[config.mk]
export PLATFORM = sky130hd
export DESIGN_NAME = lhp_host_port
export DESIGN_NICKNAME = d
export VERILOG_FILES = /design/src/rtl/lhp_pkg.sv /design/src/rtl/lhp_sync.sv /design/src/rtl/lhp_port_decode.sv /design/src/rtl/lhp_host_port.sv
export SDC_FILE = /design/constraint.sdc
export NUM_CORES = 1
export LEC_CHECK = 0
export BUFFER_PORTS_ARGS = -buffer_cell sky130_fd_sc_hd__buf_2
export CELL_PAD_IN_SITES_DETAIL_PLACEMENT = 2
export CELL_PAD_IN_SITES_GLOBAL_PLACEMENT = 2
export CORE_ASPECT_RATIO = 1.5
export CORE_MARGIN = 10
export CORE_UTILIZATION = 40
export CTS_BUF_LIST = sky130_fd_sc_hd__clkbuf_8
export DETAILED_ROUTE_END_ITERATION = 12
export GPL_TIMING_DRIVEN = 0
export HOLD_SLACK_MARGIN = 0.12
export PLACE_DENSITY_LB_ADDON = 0.08
export SETUP_SLACK_MARGIN = 0.15
export SYNTH_ARGS = -nofsm -noshare
export SYNTH_HDL_FRONTEND = slang
export SYNTH_SLANG_ARGS = --single-unit
[constraint.sdc]
create_clock -name CLK_IN -period 4.2 [get_ports CLK_IN]
set_input_delay 0.42 -clock CLK_IN [delete_from_list [all_inputs] [get_ports CLK_IN]]
set_output_delay 0.42 -clock CLK_IN [all_outputs]
set_load 0.03 [all_outputs]
[src/rtl/lhp_pkg.sv]
// Purpose: Shared constants for the legacy host port block
// Assumes: 8-bit host data, two address bits, one system clock
// Notes:   Port codes double as the host address decode values
package lhp_pkg;

    // ------------------------------------------------------------
    // Port decode (A1:A0)
    // ------------------------------------------------------------
    localparam logic [1:0] PORT_DATA   = 2'h0;
    localparam logic [1:0] PORT_STATUS = 2'h1;  // Read status, write program reset
    localparam logic [1:0] PORT_SELECT = 2'h2;  // Read drive type, write select
    localparam logic [1:0] PORT_ENABLE = 2'h3;  // Read reserved, write enable register

    // ------------------------------------------------------------
    // Status byte fields
    // ------------------------------------------------------------
    localparam int unsigned ST_REQ  = 0;
    localparam int unsigned ST_DIR  = 1;
    localparam int unsigned ST_CD   = 2;
    localparam int unsigned ST_BUSY = 3;
    localparam int unsigned ST_DMA  = 4;
    localparam int unsigned ST_IRQ  = 5;

    // ------------------------------------------------------------
    // Enable register fields
    // ------------------------------------------------------------
    localparam int unsigned EN_DMA = 0;
    localparam int unsigned EN_IRQ = 1;
    localparam int unsigned EN_DRIVE_SEL = 2;

    // ------------------------------------------------------------
    // Reset values
    // ------------------------------------------------------------
    localparam logic [7:0]  BYTE_RST     = 8'h00;
    localparam logic [7:0]  RESERVED_RD  = 8'h00;
    // Pin sync order {host_rst, dack_n, iow_n, ior_n, cs_n, a[1:0], d[7:0]}
    localparam int unsigned PIN_W        = 15;
    localparam logic [14:0] PIN_SYNC_RST = 15'h3c00;

endpackage : lhp_pkg

[src/rtl/lhp_sync.sv]
// Purpose: Two flip-flop synchroniser for a bundle of levels
// Assumes: Each bit is an independent level, not a multi-bit word
// Notes:   Only the second stage leaves the module
`timescale 1ns/1ns
module lhp_sync #(
    parameter int unsigned    W  = 1,
    parameter logic [W-1:0]   RV = '0
) (
    input  wire logic         clk_in,
    input  wire logic         rst_n_in,
    input  wire logic [W-1:0] d_in,
    output logic      [W-1:0] q_out
);

    typedef struct packed {
        logic [W-1:0] meta;
        logic [W-1:0] stable;
    } lhp_sync_t;

    lhp_sync_t st_q;
    lhp_sync_t st_d;

    always_comb
    begin
        st_d.meta   = d_in;
        st_d.stable = st_q.meta;
    end

    always_ff @(posedge clk_in or negedge rst_n_in)
    begin
        if (!rst_n_in)
        begin
            st_q <= {RV, RV};
        end
        else
        begin
            st_q <= st_d;
        end
    end

    assign q_out = st_q.stable;

endmodule : lhp_sync

[src/rtl/lhp_port_decode.sv]
// Purpose: Host port decode from select, DMA acknowledge and address
// Assumes: Inputs already synchronised
// Notes:   Pure combinational
`timescale 1ns/1ns
module lhp_port_decode
    import lhp_pkg::*;
(
    input  wire logic       enable_in,
    input  wire logic       cs_n_in,
    input  wire logic       dack_n_in,
    input  wire logic [1:0] addr_in,
    output logic            hit_out,
    output logic      [1:0] port_out,
    output logic            dma_out
);

    logic dma_path;

    // DMA cycle only counts with the chip select idle
    assign dma_path = !dack_n_in && cs_n_in;
    assign hit_out  = enable_in && (dma_path || !cs_n_in);
    assign port_out = dma_path ? PORT_DATA : addr_in;
    assign dma_out  = dma_path;

endmodule : lhp_port_decode

[src/rtl/lhp_host_port.sv]
// Purpose: Host-facing port logic of the disk controller, 8-bit bus
// Assumes: Host pins are asynchronous; microcontroller side is on CLK_IN
// Notes:   Host writes take effect when the strobe releases
`timescale 1ns/1ns
module lhp_host_port
    import lhp_pkg::*;
(
    // Clock and reset
    input  wire logic       CLK_IN,
    input  wire logic       RESET_N_IN,
    // Mode
    input  wire logic       HOST_TYPE_SELECT_IN,
    // Host bus pins
    input  wire logic       HOST_PORT_SELECT_N_IN,
    input  wire logic [1:0] HOST_ADDR_IN,
    input  wire logic       HOST_IOR_N_IN,
    input  wire logic       HOST_IOW_N_IN,
    input  wire logic       HOST_DACK_N_IN,
    input  wire logic       HOST_RESET_PIN_IN,
    input  wire logic [7:0] HOST_DATA_IN,
    output logic      [7:0] HOST_DATA_OUT,
    output logic            HOST_DATA_OE_OUT,
    output logic            HOST_DREQ_OUT,
    output logic            HOST_INTERRUPT_LINE_OUT,
    // Microcontroller controls
    input  wire logic       MCU_PHASE_WE_IN,
    input  wire logic       MCU_BUSY_IN,
    input  wire logic       MCU_CMD_DATA_IN,
    input  wire logic       MCU_DIRECTION_IN,
    input  wire logic       MCU_REQ_SET_IN,
    input  wire logic       MCU_READ_DATA_WE_IN,
    input  wire logic [7:0] MCU_READ_DATA_IN,
    input  wire logic       MCU_DRIVE_TYPE_WE_IN,
    input  wire logic [7:0] MCU_DRIVE_TYPE_IN,
    // Microcontroller notifications
    output logic      [7:0] MCU_WRITE_DATA_OUT,
    output logic            MCU_WRITE_STROBE_OUT,
    output logic            MCU_READ_DONE_OUT,
    output logic            MCU_SELECT_OUT,
    output logic            MCU_PROGRAM_RESET_OUT,
    output logic            MCU_DRIVE_SELECT_OUT,
    output logic      [7:0] MCU_STATUS_OUT
);

    // ------------------------------------------------------------
    // State
    // ------------------------------------------------------------
    typedef struct packed {
        logic       busy;
        logic       cd;
        logic       io;
        logic       req;
        logic       dreq;
        logic       irq;
        logic       dma_en;
        logic       irq_en;
        logic       drive_sel;
        logic [7:0] drive_type;
        logic [7:0] rd_data;
        logic [7:0] wr_data;
        logic [7:0] cap_data;
        logic [1:0] cap_port;
        logic       cap_dma;
        logic       wr_act;
        logic [1:0] rd_port;
        logic       rd_dma;
        logic       rd_act;
        logic [7:0] dout;
        logic       doe;
        logic       wr_strobe;
        logic       rd_done;
        logic       sel_pulse;
        logic       rst_pulse;
        logic [7:0] status;
    } lhp_state_t;

    lhp_state_t          st_q;
    lhp_state_t          st_d;
    logic                rst_n;
    logic [PIN_W-1:0]    pins_s;
    logic                s_host_rst;
    logic                s_dack_n;
    logic                s_iow_n;
    logic                s_ior_n;
    logic                s_cs_n;
    logic [1:0]          s_addr;
    logic [7:0]          s_data;
    logic                hit;
    logic [1:0]          port;
    logic                dma;
    logic                wr_commit;
    logic                rd_commit;
    logic                xfer_w;
    logic                xfer_r;
    logic                data_ph;
    logic                irq_clr;
    logic                prog_rst;

    // ------------------------------------------------------------
    // Reset release and pin synchronisers
    // ------------------------------------------------------------
    lhp_sync #(
        .W  (1),
        .RV (1'b0)
    ) u_rst_sync (
        .clk_in   (CLK_IN),
        .rst_n_in (RESET_N_IN),
        .d_in     (1'b1),
        .q_out    (rst_n)
    );

    lhp_sync #(
        .W  (PIN_W),
        .RV (PIN_SYNC_RST)
    ) u_pin_sync (
        .clk_in   (CLK_IN),
        .rst_n_in (rst_n),
        .d_in     ({HOST_RESET_PIN_IN, HOST_DACK_N_IN, HOST_IOW_N_IN, HOST_IOR_N_IN,
                    HOST_PORT_SELECT_N_IN, HOST_ADDR_IN, HOST_DATA_IN}),
        .q_out    (pins_s)
    );

    assign {s_host_rst, s_dack_n, s_iow_n, s_ior_n, s_cs_n, s_addr, s_data} = pins_s;

    lhp_port_decode u_decode (
        .enable_in (HOST_TYPE_SELECT_IN),
        .cs_n_in   (s_cs_n),
        .dack_n_in (s_dack_n),
        .addr_in   (s_addr),
        .hit_out   (hit),
        .port_out  (port),
        .dma_out   (dma)
    );

    // ------------------------------------------------------------
    // Next state
    // ------------------------------------------------------------
    always_comb
    begin
        st_d           = st_q;
        st_d.wr_strobe = 1'b0;
        st_d.rd_done   = 1'b0;
        st_d.sel_pulse = 1'b0;
        st_d.rst_pulse = 1'b0;
        wr_commit      = 1'b0;
        rd_commit      = 1'b0;
        irq_clr        = 1'b0;
        prog_rst       = 1'b0;
        data_ph        = st_q.busy && !st_q.cd;

        // Capture while strobe is low; the data bus is only trusted then
        if (!s_iow_n && hit)
        begin
            st_d.wr_act   = 1'b1;
            st_d.cap_port = port;
            st_d.cap_dma  = dma;
            st_d.cap_data = s_data;
        end
        else if (st_q.wr_act)
        begin
            st_d.wr_act = 1'b0;
            wr_commit   = 1'b1;
        end

        if (!s_ior_n && hit)
        begin
            st_d.rd_act  = 1'b1;
            st_d.rd_port = port;
            st_d.rd_dma  = dma;
            st_d.doe     = 1'b1;
            unique case (port)
                PORT_DATA:   st_d.dout = st_q.rd_data;
                PORT_STATUS: st_d.dout = st_q.status;
                PORT_SELECT: st_d.dout = st_q.drive_type;
                PORT_ENABLE: st_d.dout = RESERVED_RD;
            endcase
        end
        else
        begin
            st_d.doe  = 1'b0;
            st_d.dout = BYTE_RST;
            if (st_q.rd_act)
            begin
                st_d.rd_act = 1'b0;
                rd_commit   = 1'b1;
            end
        end

        // DMA cycles outside the data phase are dropped
        xfer_w = wr_commit && (st_q.cap_port == PORT_DATA)
                 && (!st_q.cap_dma || data_ph);
        xfer_r = rd_commit && (st_q.rd_port == PORT_DATA)
                 && (!st_q.rd_dma || data_ph);

        if (xfer_w)
        begin
            st_d.wr_data   = st_q.cap_data;
            st_d.wr_strobe = 1'b1;
            st_d.req       = 1'b0;
        end
        if (xfer_r)
        begin
            st_d.rd_done = 1'b1;
            st_d.req     = 1'b0;
        end

        if (wr_commit && (st_q.cap_port == PORT_SELECT) && !st_q.busy)
        begin
            st_d.busy      = 1'b1;
            st_d.cd        = 1'b1;
            st_d.io        = 1'b0;
            st_d.sel_pulse = 1'b1;
        end

        if (wr_commit && (st_q.cap_port == PORT_ENABLE))
        begin
            st_d.dma_en = st_q.cap_data[EN_DMA];
            st_d.irq_en = st_q.cap_data[EN_IRQ];
            st_d.drive_sel = st_q.cap_data[EN_DRIVE_SEL];
            irq_clr     = !st_q.cap_data[EN_IRQ];
        end

        prog_rst = wr_commit && (st_q.cap_port == PORT_STATUS);
        if (prog_rst || s_host_rst)
        begin
            st_d.busy      = 1'b0;
            st_d.cd        = 1'b0;
            st_d.io        = 1'b0;
            st_d.req       = 1'b0;
            st_d.dma_en    = 1'b0;
            st_d.irq_en    = 1'b0;
            st_d.drive_sel = 1'b0;
            st_d.sel_pulse = 1'b0;
            st_d.rst_pulse = prog_rst;
            irq_clr        = 1'b1;
        end

        // Microcontroller updates come last so a set beats a host clear
        if (MCU_PHASE_WE_IN)
        begin
            st_d.busy = MCU_BUSY_IN;
            st_d.cd   = MCU_CMD_DATA_IN;
            st_d.io   = MCU_DIRECTION_IN;
        end
        if (MCU_REQ_SET_IN)
        begin
            st_d.req = 1'b1;
        end
        if (MCU_READ_DATA_WE_IN)
        begin
            st_d.rd_data = MCU_READ_DATA_IN;
        end
        if (MCU_DRIVE_TYPE_WE_IN)
        begin
            st_d.drive_type = MCU_DRIVE_TYPE_IN;
        end

        if (irq_clr)
        begin
            st_d.irq = 1'b0;
        end
        // Enable sampled before the phase change, set wins over clear
        if (st_d.busy && st_d.cd && st_d.io
            && !(st_q.busy && st_q.cd && st_q.io) && st_q.irq_en)
        begin
            st_d.irq = 1'b1;
        end

        // Uses next request so a finishing byte cannot re-raise DREQ
        if (!s_dack_n && HOST_TYPE_SELECT_IN)
        begin
            st_d.dreq = 1'b0;
        end
        else
        begin
            st_d.dreq = st_d.busy && !st_d.cd && st_d.req && st_d.dma_en;
        end

        st_d.status          = BYTE_RST;
        st_d.status[ST_REQ]  = st_d.req;
        st_d.status[ST_DIR]  = st_d.io;
        st_d.status[ST_CD]   = st_d.cd;
        st_d.status[ST_BUSY] = st_d.busy;
        st_d.status[ST_DMA]  = st_d.dreq;
        st_d.status[ST_IRQ]  = st_d.irq;
    end

    always_ff @(posedge CLK_IN or negedge rst_n)
    begin
        if (!rst_n)
        begin
            st_q <= '0;
        end
        else
        begin
            st_q <= st_d;
        end
    end

    // ------------------------------------------------------------
    // Outputs
    // ------------------------------------------------------------
    assign HOST_DATA_OUT           = st_q.dout;
    assign HOST_DATA_OE_OUT        = st_q.doe;
    assign HOST_DREQ_OUT           = st_q.dreq;
    assign HOST_INTERRUPT_LINE_OUT = st_q.irq;
    assign MCU_WRITE_DATA_OUT      = st_q.wr_data;
    assign MCU_WRITE_STROBE_OUT    = st_q.wr_strobe;
    assign MCU_READ_DONE_OUT       = st_q.rd_done;
    assign MCU_SELECT_OUT          = st_q.sel_pulse;
    assign MCU_PROGRAM_RESET_OUT   = st_q.rst_pulse;
    assign MCU_DRIVE_SELECT_OUT    = st_q.drive_sel;
    assign MCU_STATUS_OUT          = st_q.status;
endmodule : lhp_host_port

==> qor.txt, run 1 <==
Synth async-reset ratio - 100.0%
global-route wire length before repair - 13840 µm
DRC - 0
TritonCTS Buffers - 9
fraction of layout cells with a size suffix above 1 - 40.28%
post-route setup slack - 2.190 ns
critical path class - reg -> reg
most frequent cells in the layout - 84 x dfrtp_1, 68 x buf_2, 47 x nand2_1
GRT overflow - 0
Area growth syn-to-layout - 20.52%
vias in the first global route - 2782
post-detail-place hpwl - 6655 µm
Fin. Hold Viols - 0
Critical Path Max Stage Delay - 0.56 ns
commonest non-fill, non-tap cell in the layout - dfrtp_1
Int Pwr - 0.001429 W
Clock power frac - 29.1%
CP bufs+invs - 0
Antenna Diode Count - 0
library cells used by synthesis - 36
Final Max Tran Viols - 0
Layout Skew - 0.008159 ns
outcome - finished clean
worst path cell trace - nand2_1 -> a21oi_1 -> nand3_1 -> a221oi_1 -> and4b_1
RSZ-0062 raised after global routing - no
Final nets - 396
RePlAce Congestion - 0.7872
vias per std cell - 4.951
GRT Resource Usage Total - 14.09%
Main synth FF type - dfrtp_1
Via Count - 2312
crit-path leading delay family - compound AO/OA/AOI/OAI gates
max cap viols - 0
largest net degree at the start of global routing - 58
Fmax - 497.6 MHz
setup_tns - 0 ns
Cell Pwr Density - 472.2 nW/µm²
crit end category - flip-flop
leakage power - 2.082 nW
final core occ - 49.40%
crit-path max FO - 5
synthesized area per cell - 12.71 µm²
WP data required - 4.49 ns
CTS H-tree lvls - 3
CTS Sinks - 93
final hold slack - 0.1594 ns
FP Rows - 41
Seq/Total Area, Yosys - 67.36%
Max VDD drop - 0.0003418 V
initial antenna violation count - 0
design area - 4182 µm²
CTS root buf - clkbuf_8
#FFs+latches synth - 93
CP startpoint kind - flip-flop
IO Port Bufs - 68
post-cts resize count - 0
Clock Tree Buf Depth - 2
post-route ant nets - 0
Post-Syn Area - 3470 µm²
Setup-failing EPs final - 0
CP Data Arrival Time - 2.30 ns
Ports - 73
number of synthesized flops with an enable pin - 0
post-layout min period - 2.010 ns
Core Region - 8464 µm²
DR pass1 iterations - 4
Routed WL - 8457 µm
CTS tree - done
Die Height - 134.1 µm
worst-skew pair later-pin latency - 0.36 ns
Slew @ Worst Pin - 0.6975 ns
Chip Width - 96.05 µm
fin crit share - 47.85%
combinational fraction of design power - 17.7%
Starting Density - 40.99%
post-place setup slack - 2.146 ns
Reg power frac - 53.3%
Slowest cell on crit path - dfstp_2
Clock transition at path regs - 0.09 ns
area post-placement - 3979 µm²
die area - 12880 µm²
DRT iter0 DRCs - 98
switching share of power - 27.61%
Wirelength per Cell - 18.11 µm
Slew HR - 53.19%
Syn Inst Count - 273
switching power - 0.0005451 W
Hold/Removal Path Class - in -> reg
Synth warnings - 0
## cells by family (layout without fill, tap and decap cells)
logic type	Yosys count	in the layout	synth area share, %
mux	25	25	8.078
compound gates	43	43	8.223
buf+inv	36	122	6.707
other cells	2	3	0.2165
flops	93	93	67.36
simple gates	74	74	9.412
## worst reg2reg max path: cells and delay by family (launching register included)
| kind | cells | cell delay (ns) |
|---|---|---|
| AOI/OAI and AO/OA | 2 | 0.82 |
| and+or+nand+nor | 3 | 0.57 |
| DFF | 1 | 0.56 |
## synth_stat cells, drive strengths merged (5+ instances only)
cell type / n / area, µm²
inv: 5 / 18.77
buf: 26 / 195.2
nor2: 8 / 30.03
nand2b: 7 / 43.79
mux2: 24 / 270.3
dfstp: 8 / 210.2
nand2: 47 / 176.4
a21oi: 13 / 65.06
dfrtp: 85 / 2127
a22oi: 8 / 60.06
o21ai: 9 / 45.04
## what timing repair did
item                                   CTS  global route
endpoints found under the hold margin    2             0
setup buffers                            0             0
hold buffers                             1             0
setup endpoints to repair                0             0
## power groups by stage
stage | Combinational, W | Clock [W] | Sequential [W]
after global placement | 0.000328 | 0 | 0.00107
after floorplan | 0.000246 | 0 | 0.00106
after CTS | 0.000358 | 0.000601 | 0.00106
final | 0.000349 | 0.000574 | 0.00105
after global routing | 0.000384 | 0.000634 | 0.00107
after detailed placement | 0.000356 | 0 | 0.00107
## layout make-up
type                    count  area (µm²)
fillers                   872        4283
well taps                 107       133.9
inverters                   6       22.52
plain buffers              30       210.2
repair buffers             70       377.9
multi-input cells         145       903.4
clock inverters             6       55.05
clock buffers              10       137.6
flip-flops and latches     93        2341
## worst paths after layout
| path | startpoint | end | slack (ns) | cells past startpoint |
|---|---|---|---|---|
| max reg2reg | u_pin_sync.q_out[10]$_DFF_PN1_ | MCU_STATUS_OUT[4]$_DFF_PN0_ | 2.19 | 5 |
| min reg2reg | u_rst_sync.q_out$_DFF_PN0_ | MCU_WRITE_DATA_OUT[1]$_DFFE_PN0P_ | 0.29 | 0 |
| max | u_pin_sync.q_out[10]$_DFF_PN1_ | MCU_STATUS_OUT[4]$_DFF_PN0_ | 2.19 | 5 |
| min in group asynchronous | u_rst_sync.q_out$_DFF_PN0_ | MCU_WRITE_DATA_OUT[1]$_DFFE_PN0P_ | 0.29 | 0 |
| min | HOST_DACK_N_IN | u_pin_sync.st_d[13]$_DFF_PN1_ | 0.16 | 1 |
| max in group asynchronous | u_rst_sync.q_out$_DFF_PN0_ | u_pin_sync.q_out[10]$_DFF_PN1_ | 3.21 | 1 |
## stage by stage
step,std cells,power (W)
6_report,467,0.001974
5_1_grt,467,0.002084
4_1_cts,467,0.002015
3_5_place_dp,450,0.001429
3_3_place_gp,449,0.001402
2_1_floorplan,274,0.001304
## per-layer routing
metal / vias up / global-route usage, % / share of wire [%]
met5: - / 0 / 0
met4: 0 / 6.990 / 2.2
met3: 13 / 3.520 / 6.0
met2: 53 / 26.44 / 58
met1: 1189 / 13.35 / 34
li1: 1057 / - / -
## sequential cells by signal (all words and copies together) (netlist names)
name,count
MCU_STATUS_OUT,6
u_rst_sync.q_out,1
MCU_SELECT_OUT,1
u_rst_sync.st_d,1
u_pin_sync.q_out,15
HOST_DATA_OE_OUT,1
MCU_PROGRAM_RESET_OUT,1
MCU_READ_DONE_OUT,1
HOST_DATA_OUT,8
st_q,33
u_pin_sync.st_d,15
MCU_WRITE_DATA_OUT,8
MCU_WRITE_STROBE_OUT,1
MCU_DRIVE_SELECT_OUT,1
(Power assumes the default switching activity.)
==> inputs of run 2 (changes only) <==
--- a/config.mk
+++ b/config.mk
@@ -5,12 +5,13 @@
 export SDC_FILE = /design/constraint.sdc
 export NUM_CORES = 1
 export LEC_CHECK = 0
+export ABC_AREA = 1
 export BUFFER_PORTS_ARGS = -buffer_cell sky130_fd_sc_hd__buf_2
 export CELL_PAD_IN_SITES_DETAIL_PLACEMENT = 2
 export CELL_PAD_IN_SITES_GLOBAL_PLACEMENT = 2
 export CORE_ASPECT_RATIO = 1.5
 export CORE_MARGIN = 10
-export CORE_UTILIZATION = 40
+export CORE_UTILIZATION = 32
 export CTS_BUF_LIST = sky130_fd_sc_hd__clkbuf_8
 export DETAILED_ROUTE_END_ITERATION = 12
 export GPL_TIMING_DRIVEN = 0
==> constraint.sdc (replaced) <==
create_clock -name CLK_IN -period 1.8 [get_ports CLK_IN]
set_input_delay 0.18 -clock CLK_IN [delete_from_list [all_inputs] [get_ports CLK_IN]]
set_output_delay 0.18 -clock CLK_IN [all_outputs]
set_load 0.03 [all_outputs]
==> run 2 against run 1 <==
  * Clock power grew to 2.8 times the previous value
  * Die area grew 26%
  * Cell count is 34% higher
  * Non-clock buffer count is 44 higher
  * Synthesized cell count grew 26%
  * Core utilization down 4.9 points
  * Worst setup slack got worse by 2.0 ns
  * Via count grew 16%
  * Total power rose to 2.5 times the previous value
  * First-iteration DRC count fell by 53%
  * Largest cell class unchanged
  * Largest power group unchanged
  * Highest routed layer unchanged
==> qor.txt, run 2 <==
RSZ-0062 raised after global routing - yes
die area - 16220 µm² (+26%)
Stages on worst setup path - 9 (+4)
CP bufs+invs - 2 (+2)
Post-Syn Area - 3664 µm² (+5.6%)
leakage power - 2.631 nW (+26%)
Main synth FF type - dfrtp_1
#FFs+latches synth - 93 (unchanged)
Cell Pwr Density - 1007 nW/µm² (+110%)
Wirelength per Cell - 15.75 µm (-13%)
Slew @ Worst Pin - 0.5833 ns (-0.1142 ns)
switching power - 0.001416 W (+160%)
fin crit share - 88.11% (+40 points)
Core Region - 11110 µm² (+31%)
CP Data Arrival Time - 1.89 ns (-0.41 ns)
final hold slack - 0.1460 ns (-0.01343 ns)
crit path to - MCU_STATUS_OUT[4]$_DFF_PN0_
Die Height - 151.0 µm (+13%)
library cells used by synthesis - 32 (-11%)
CTS tree - done
largest net degree at the start of global routing - 66 (+14%)
WP data required - 2.10 ns (-2.39 ns)
GRT overflow - 0 (unchanged)
post-synth top area share - 58.06% (-3.2 points)
most frequent cells in the layout - 90 x nand2_1, 84 x dfrtp_1, 69 x buf_2
crit end category - flip-flop
worst-skew pair later-pin latency - 0.37 ns (about the same)
GRT Resource Usage Total - 12.72% (-1.4 points)
DRC - 0 (unchanged)
Slowest cell on crit path - dfstp_2
global-route wire length before repair - 15990 µm (+16%)
top cells by count, synth - 92 x nand2_1, 85 x dfrtp_1, 42 x inv_1
number of synthesized flops with an enable pin - 0 (unchanged)
Area growth syn-to-layout - 35.08%
reg2reg setup slack - 0.21 ns (-1.98 ns)
Int Pwr - 0.003568 W (+150%)
combinational fraction of design power - 18.6% (+0.9 points)
vias in the first global route - 3161 (+14%)
Reg power frac - 49.0% (-4.3 points)
critical path class - reg -> reg
Antenna Diode Count - 0 (unchanged)
Biggest register - st_q
crit-path max FO - 6 (+1)
Hold/Removal Path Class - in -> reg
Total Power - 0.004984 W (+150%)
DR pass1 iterations - 4 (unchanged)
FP Rows - 47 (+15%)
synth top area cells - dfrtp_1 58%, nand2_1 9.4%, dfstp_2 5.7%
Chip Width - 107.4 µm (+12%)
TritonCTS Buffers - 9 (unchanged)
post-route setup slack - 0.2141 ns (-1.976 ns)
DRT iter0 DRCs - 46 (-53%)
IO Port Bufs - 69 (+1.5%)
initial antenna violation count - 0 (unchanged)
Via Count - 2686 (+16%)
Clock Tree Buf Depth - 2 (unchanged)
reg-to-reg endpoint - MCU_STATUS_OUT[4]$_DFF_PN0_
Cell Count, Final, Fillers Out - 624 (+34%)
CTS H-tree lvls - 3 (unchanged)
crit-path leading delay family - flip-flops
Seq/Total Area, Yosys - 63.80% (-3.6 points)
Crit Reg-Reg Startpoint - u_pin_sync.q_out[13]$_DFF_PN1_
post-detail-place hpwl - 6991 µm (+5.1%)
worst path cell trace - nand2_4 -> nand3_4 -> buf_6 -> nand3_4 -> inv_4 -> nand2_4 -> a21oi_4 -> nand3_2 -> nor2_2
Final Max Tran Viols - 0 (unchanged)
Clock transition at path regs - 0.09 ns (about the same)
Setup-failing EPs final - 0 (unchanged)
leading area contributor after synthesis - dfrtp_1
critical path startpoint - u_pin_sync.q_out[13]$_DFF_PN1_
R2R depth - 9 (+4)
switching share of power - 28.42% (+0.81 points)
outcome - finished clean
Layout Skew - 0.009777 ns (+0.001618 ns)
Clock power frac - 32.4% (+3.3 points)
RePlAce Congestion - 0.7353 (-6.6%)
post-route ant nets - 0 (unchanged)
post-place setup slack - 0.1633 ns (-1.983 ns)
setup_tns - 0 ns (unchanged)
Synth warnings - 0 (unchanged)
Slew HR - 61.12% (+7.9 points)
CTS Sinks - 93 (unchanged)
synthesized area per cell - 10.65 µm² (-16%)
top-count cell post-synth - nand2_1
post-layout min period - 1.586 ns (-0.4238 ns)
fraction of layout cells with a size suffix above 1 - 35.85% (-4.4 points)
max reg flops - 33 (unchanged)
Max VDD drop - 0.0004574 V (+34%)
Starting Density - 32.96% (-8.0 points)
Synth async-reset ratio - 100.0% (unchanged)
Fin. Hold Viols - 0 (unchanged)
Final nets - 513 (+30%)
DP Cell Count - 562 (+25%)
max cap viols - 0 (unchanged)
Ports - 73 (unchanged)
Fmax - 630.5 MHz (+27%)
CTS root buf - clkbuf_8
commonest non-fill, non-tap cell in the layout - nand2_1
CP startpoint kind - flip-flop
Hold Crit Depth - 5 (+4)
Critical Path Max Stage Delay - 0.60 ns (+0.04 ns)
vias per std cell - 4.304 (-13%)
Routed WL - 9825 µm (+16%)
Syn Inst Count - 344 (+26%)
-- run 2: cell types whose count changed after synthesis, moves of 6 or more --
| cell | delta |
|---|---|
| nand2_1 | +45 |
| a21oi_1 | -7 |
| mux2_2 | -14 |
| a22oi_1 | -8 |
| nor2_1 | +6 |
| o21ai_0 | +11 |
| nand2b_1 | -7 |
| inv_1 | +37 |
-- run 2: power by group through the flow --
| stage | Sequential [W] | Clock [W] | Combinational (W) |
|---|---|---|---|
| after floorplan | 0.00247 | 0 | 0.000590 |
| after global placement | 0.00250 | 0 | 0.000793 |
| after detailed placement | 0.00249 | 0 | 0.000858 |
| after CTS | 0.00245 | 0.00167 | 0.000938 |
| after global routing | 0.00248 | 0.00176 | 0.00103 |
| final | 0.00244 | 0.00162 | 0.000927 |
-- run 2: repair_timing --
action | 4_1_cts | 5_1_grt
pin swaps | 0 | 7
endpoints found under the setup margin | 4 | 8
endpoints found under the hold margin | 36 | 0
resized for setup | 1 | 11
buffers inserted | 0 | 6
hold buffers | 40 | 0
-- run 2: worst min-delay path by stage --
stage,start,to
after floorplan,RESET_N_IN,u_rst_sync.q_out$_DFF_PN0_
after global placement,RESET_N_IN,u_rst_sync.st_d[0]$_DFF_PN0_
after detailed placement,RESET_N_IN,u_rst_sync.st_d[0]$_DFF_PN0_
after CTS,MCU_PHASE_WE_IN,MCU_STATUS_OUT[1]$_DFF_PN0_
after global routing,HOST_TYPE_SELECT_IN,MCU_STATUS_OUT[4]$_DFF_PN0_
final,MCU_PHASE_WE_IN,MCU_STATUS_OUT[1]$_DFF_PN0_
-- run 2: per-stage QoR --
step	util (%)	cell area, µm²
floorplan	-	3669
finish	44.52	4949
global route	44.52	4949
global placement	37.77	4198
CTS	43.78	4866
detailed placement	38.04	4228
-- run 2: worst min-delay path: stages --
cell and delay, ns:
buf_2 0.11, nand2_1 0.05, inv_1 0.06, nor2_2 0.04
inv_1 0.04
-- run 2: cell families (layout without fill, tap and decap cells) --
family                 count (synthesis)  after routing  synth area share [%]
buffers and inverters                 77            209                 10.66
flip-flops                            93             93                 63.80
multiplexers                          10             10                 3.074
other                                  2              3                0.2050
AND/OR/NAND/NOR                      130            130                 17.25
AO/OA/AOI/OAI                         32             32                 5.021
-- run 2: area by class of cell --
type / instances / area [µm²]
multi-input combinational: 175 / 977.2
clock buffer: 11 / 151.4
clock inverter: 5 / 81.33
inverter: 49 / 188.9
tap: 147 / 183.9
sequential: 93 / 2341
timing repair buffer: 116 / 822.0
fill: 1181 / 6166
buffer: 28 / 202.7
-- run 2: per-layer routing --
metal	routed length, µm	up-vias	global-route usage (%)
li1	-	1268	-
met2	5778	44	24.54
met4	119	0	4.021
met5	0	-	0
met1	3499	1363	12.54
met3	428	11	3.786
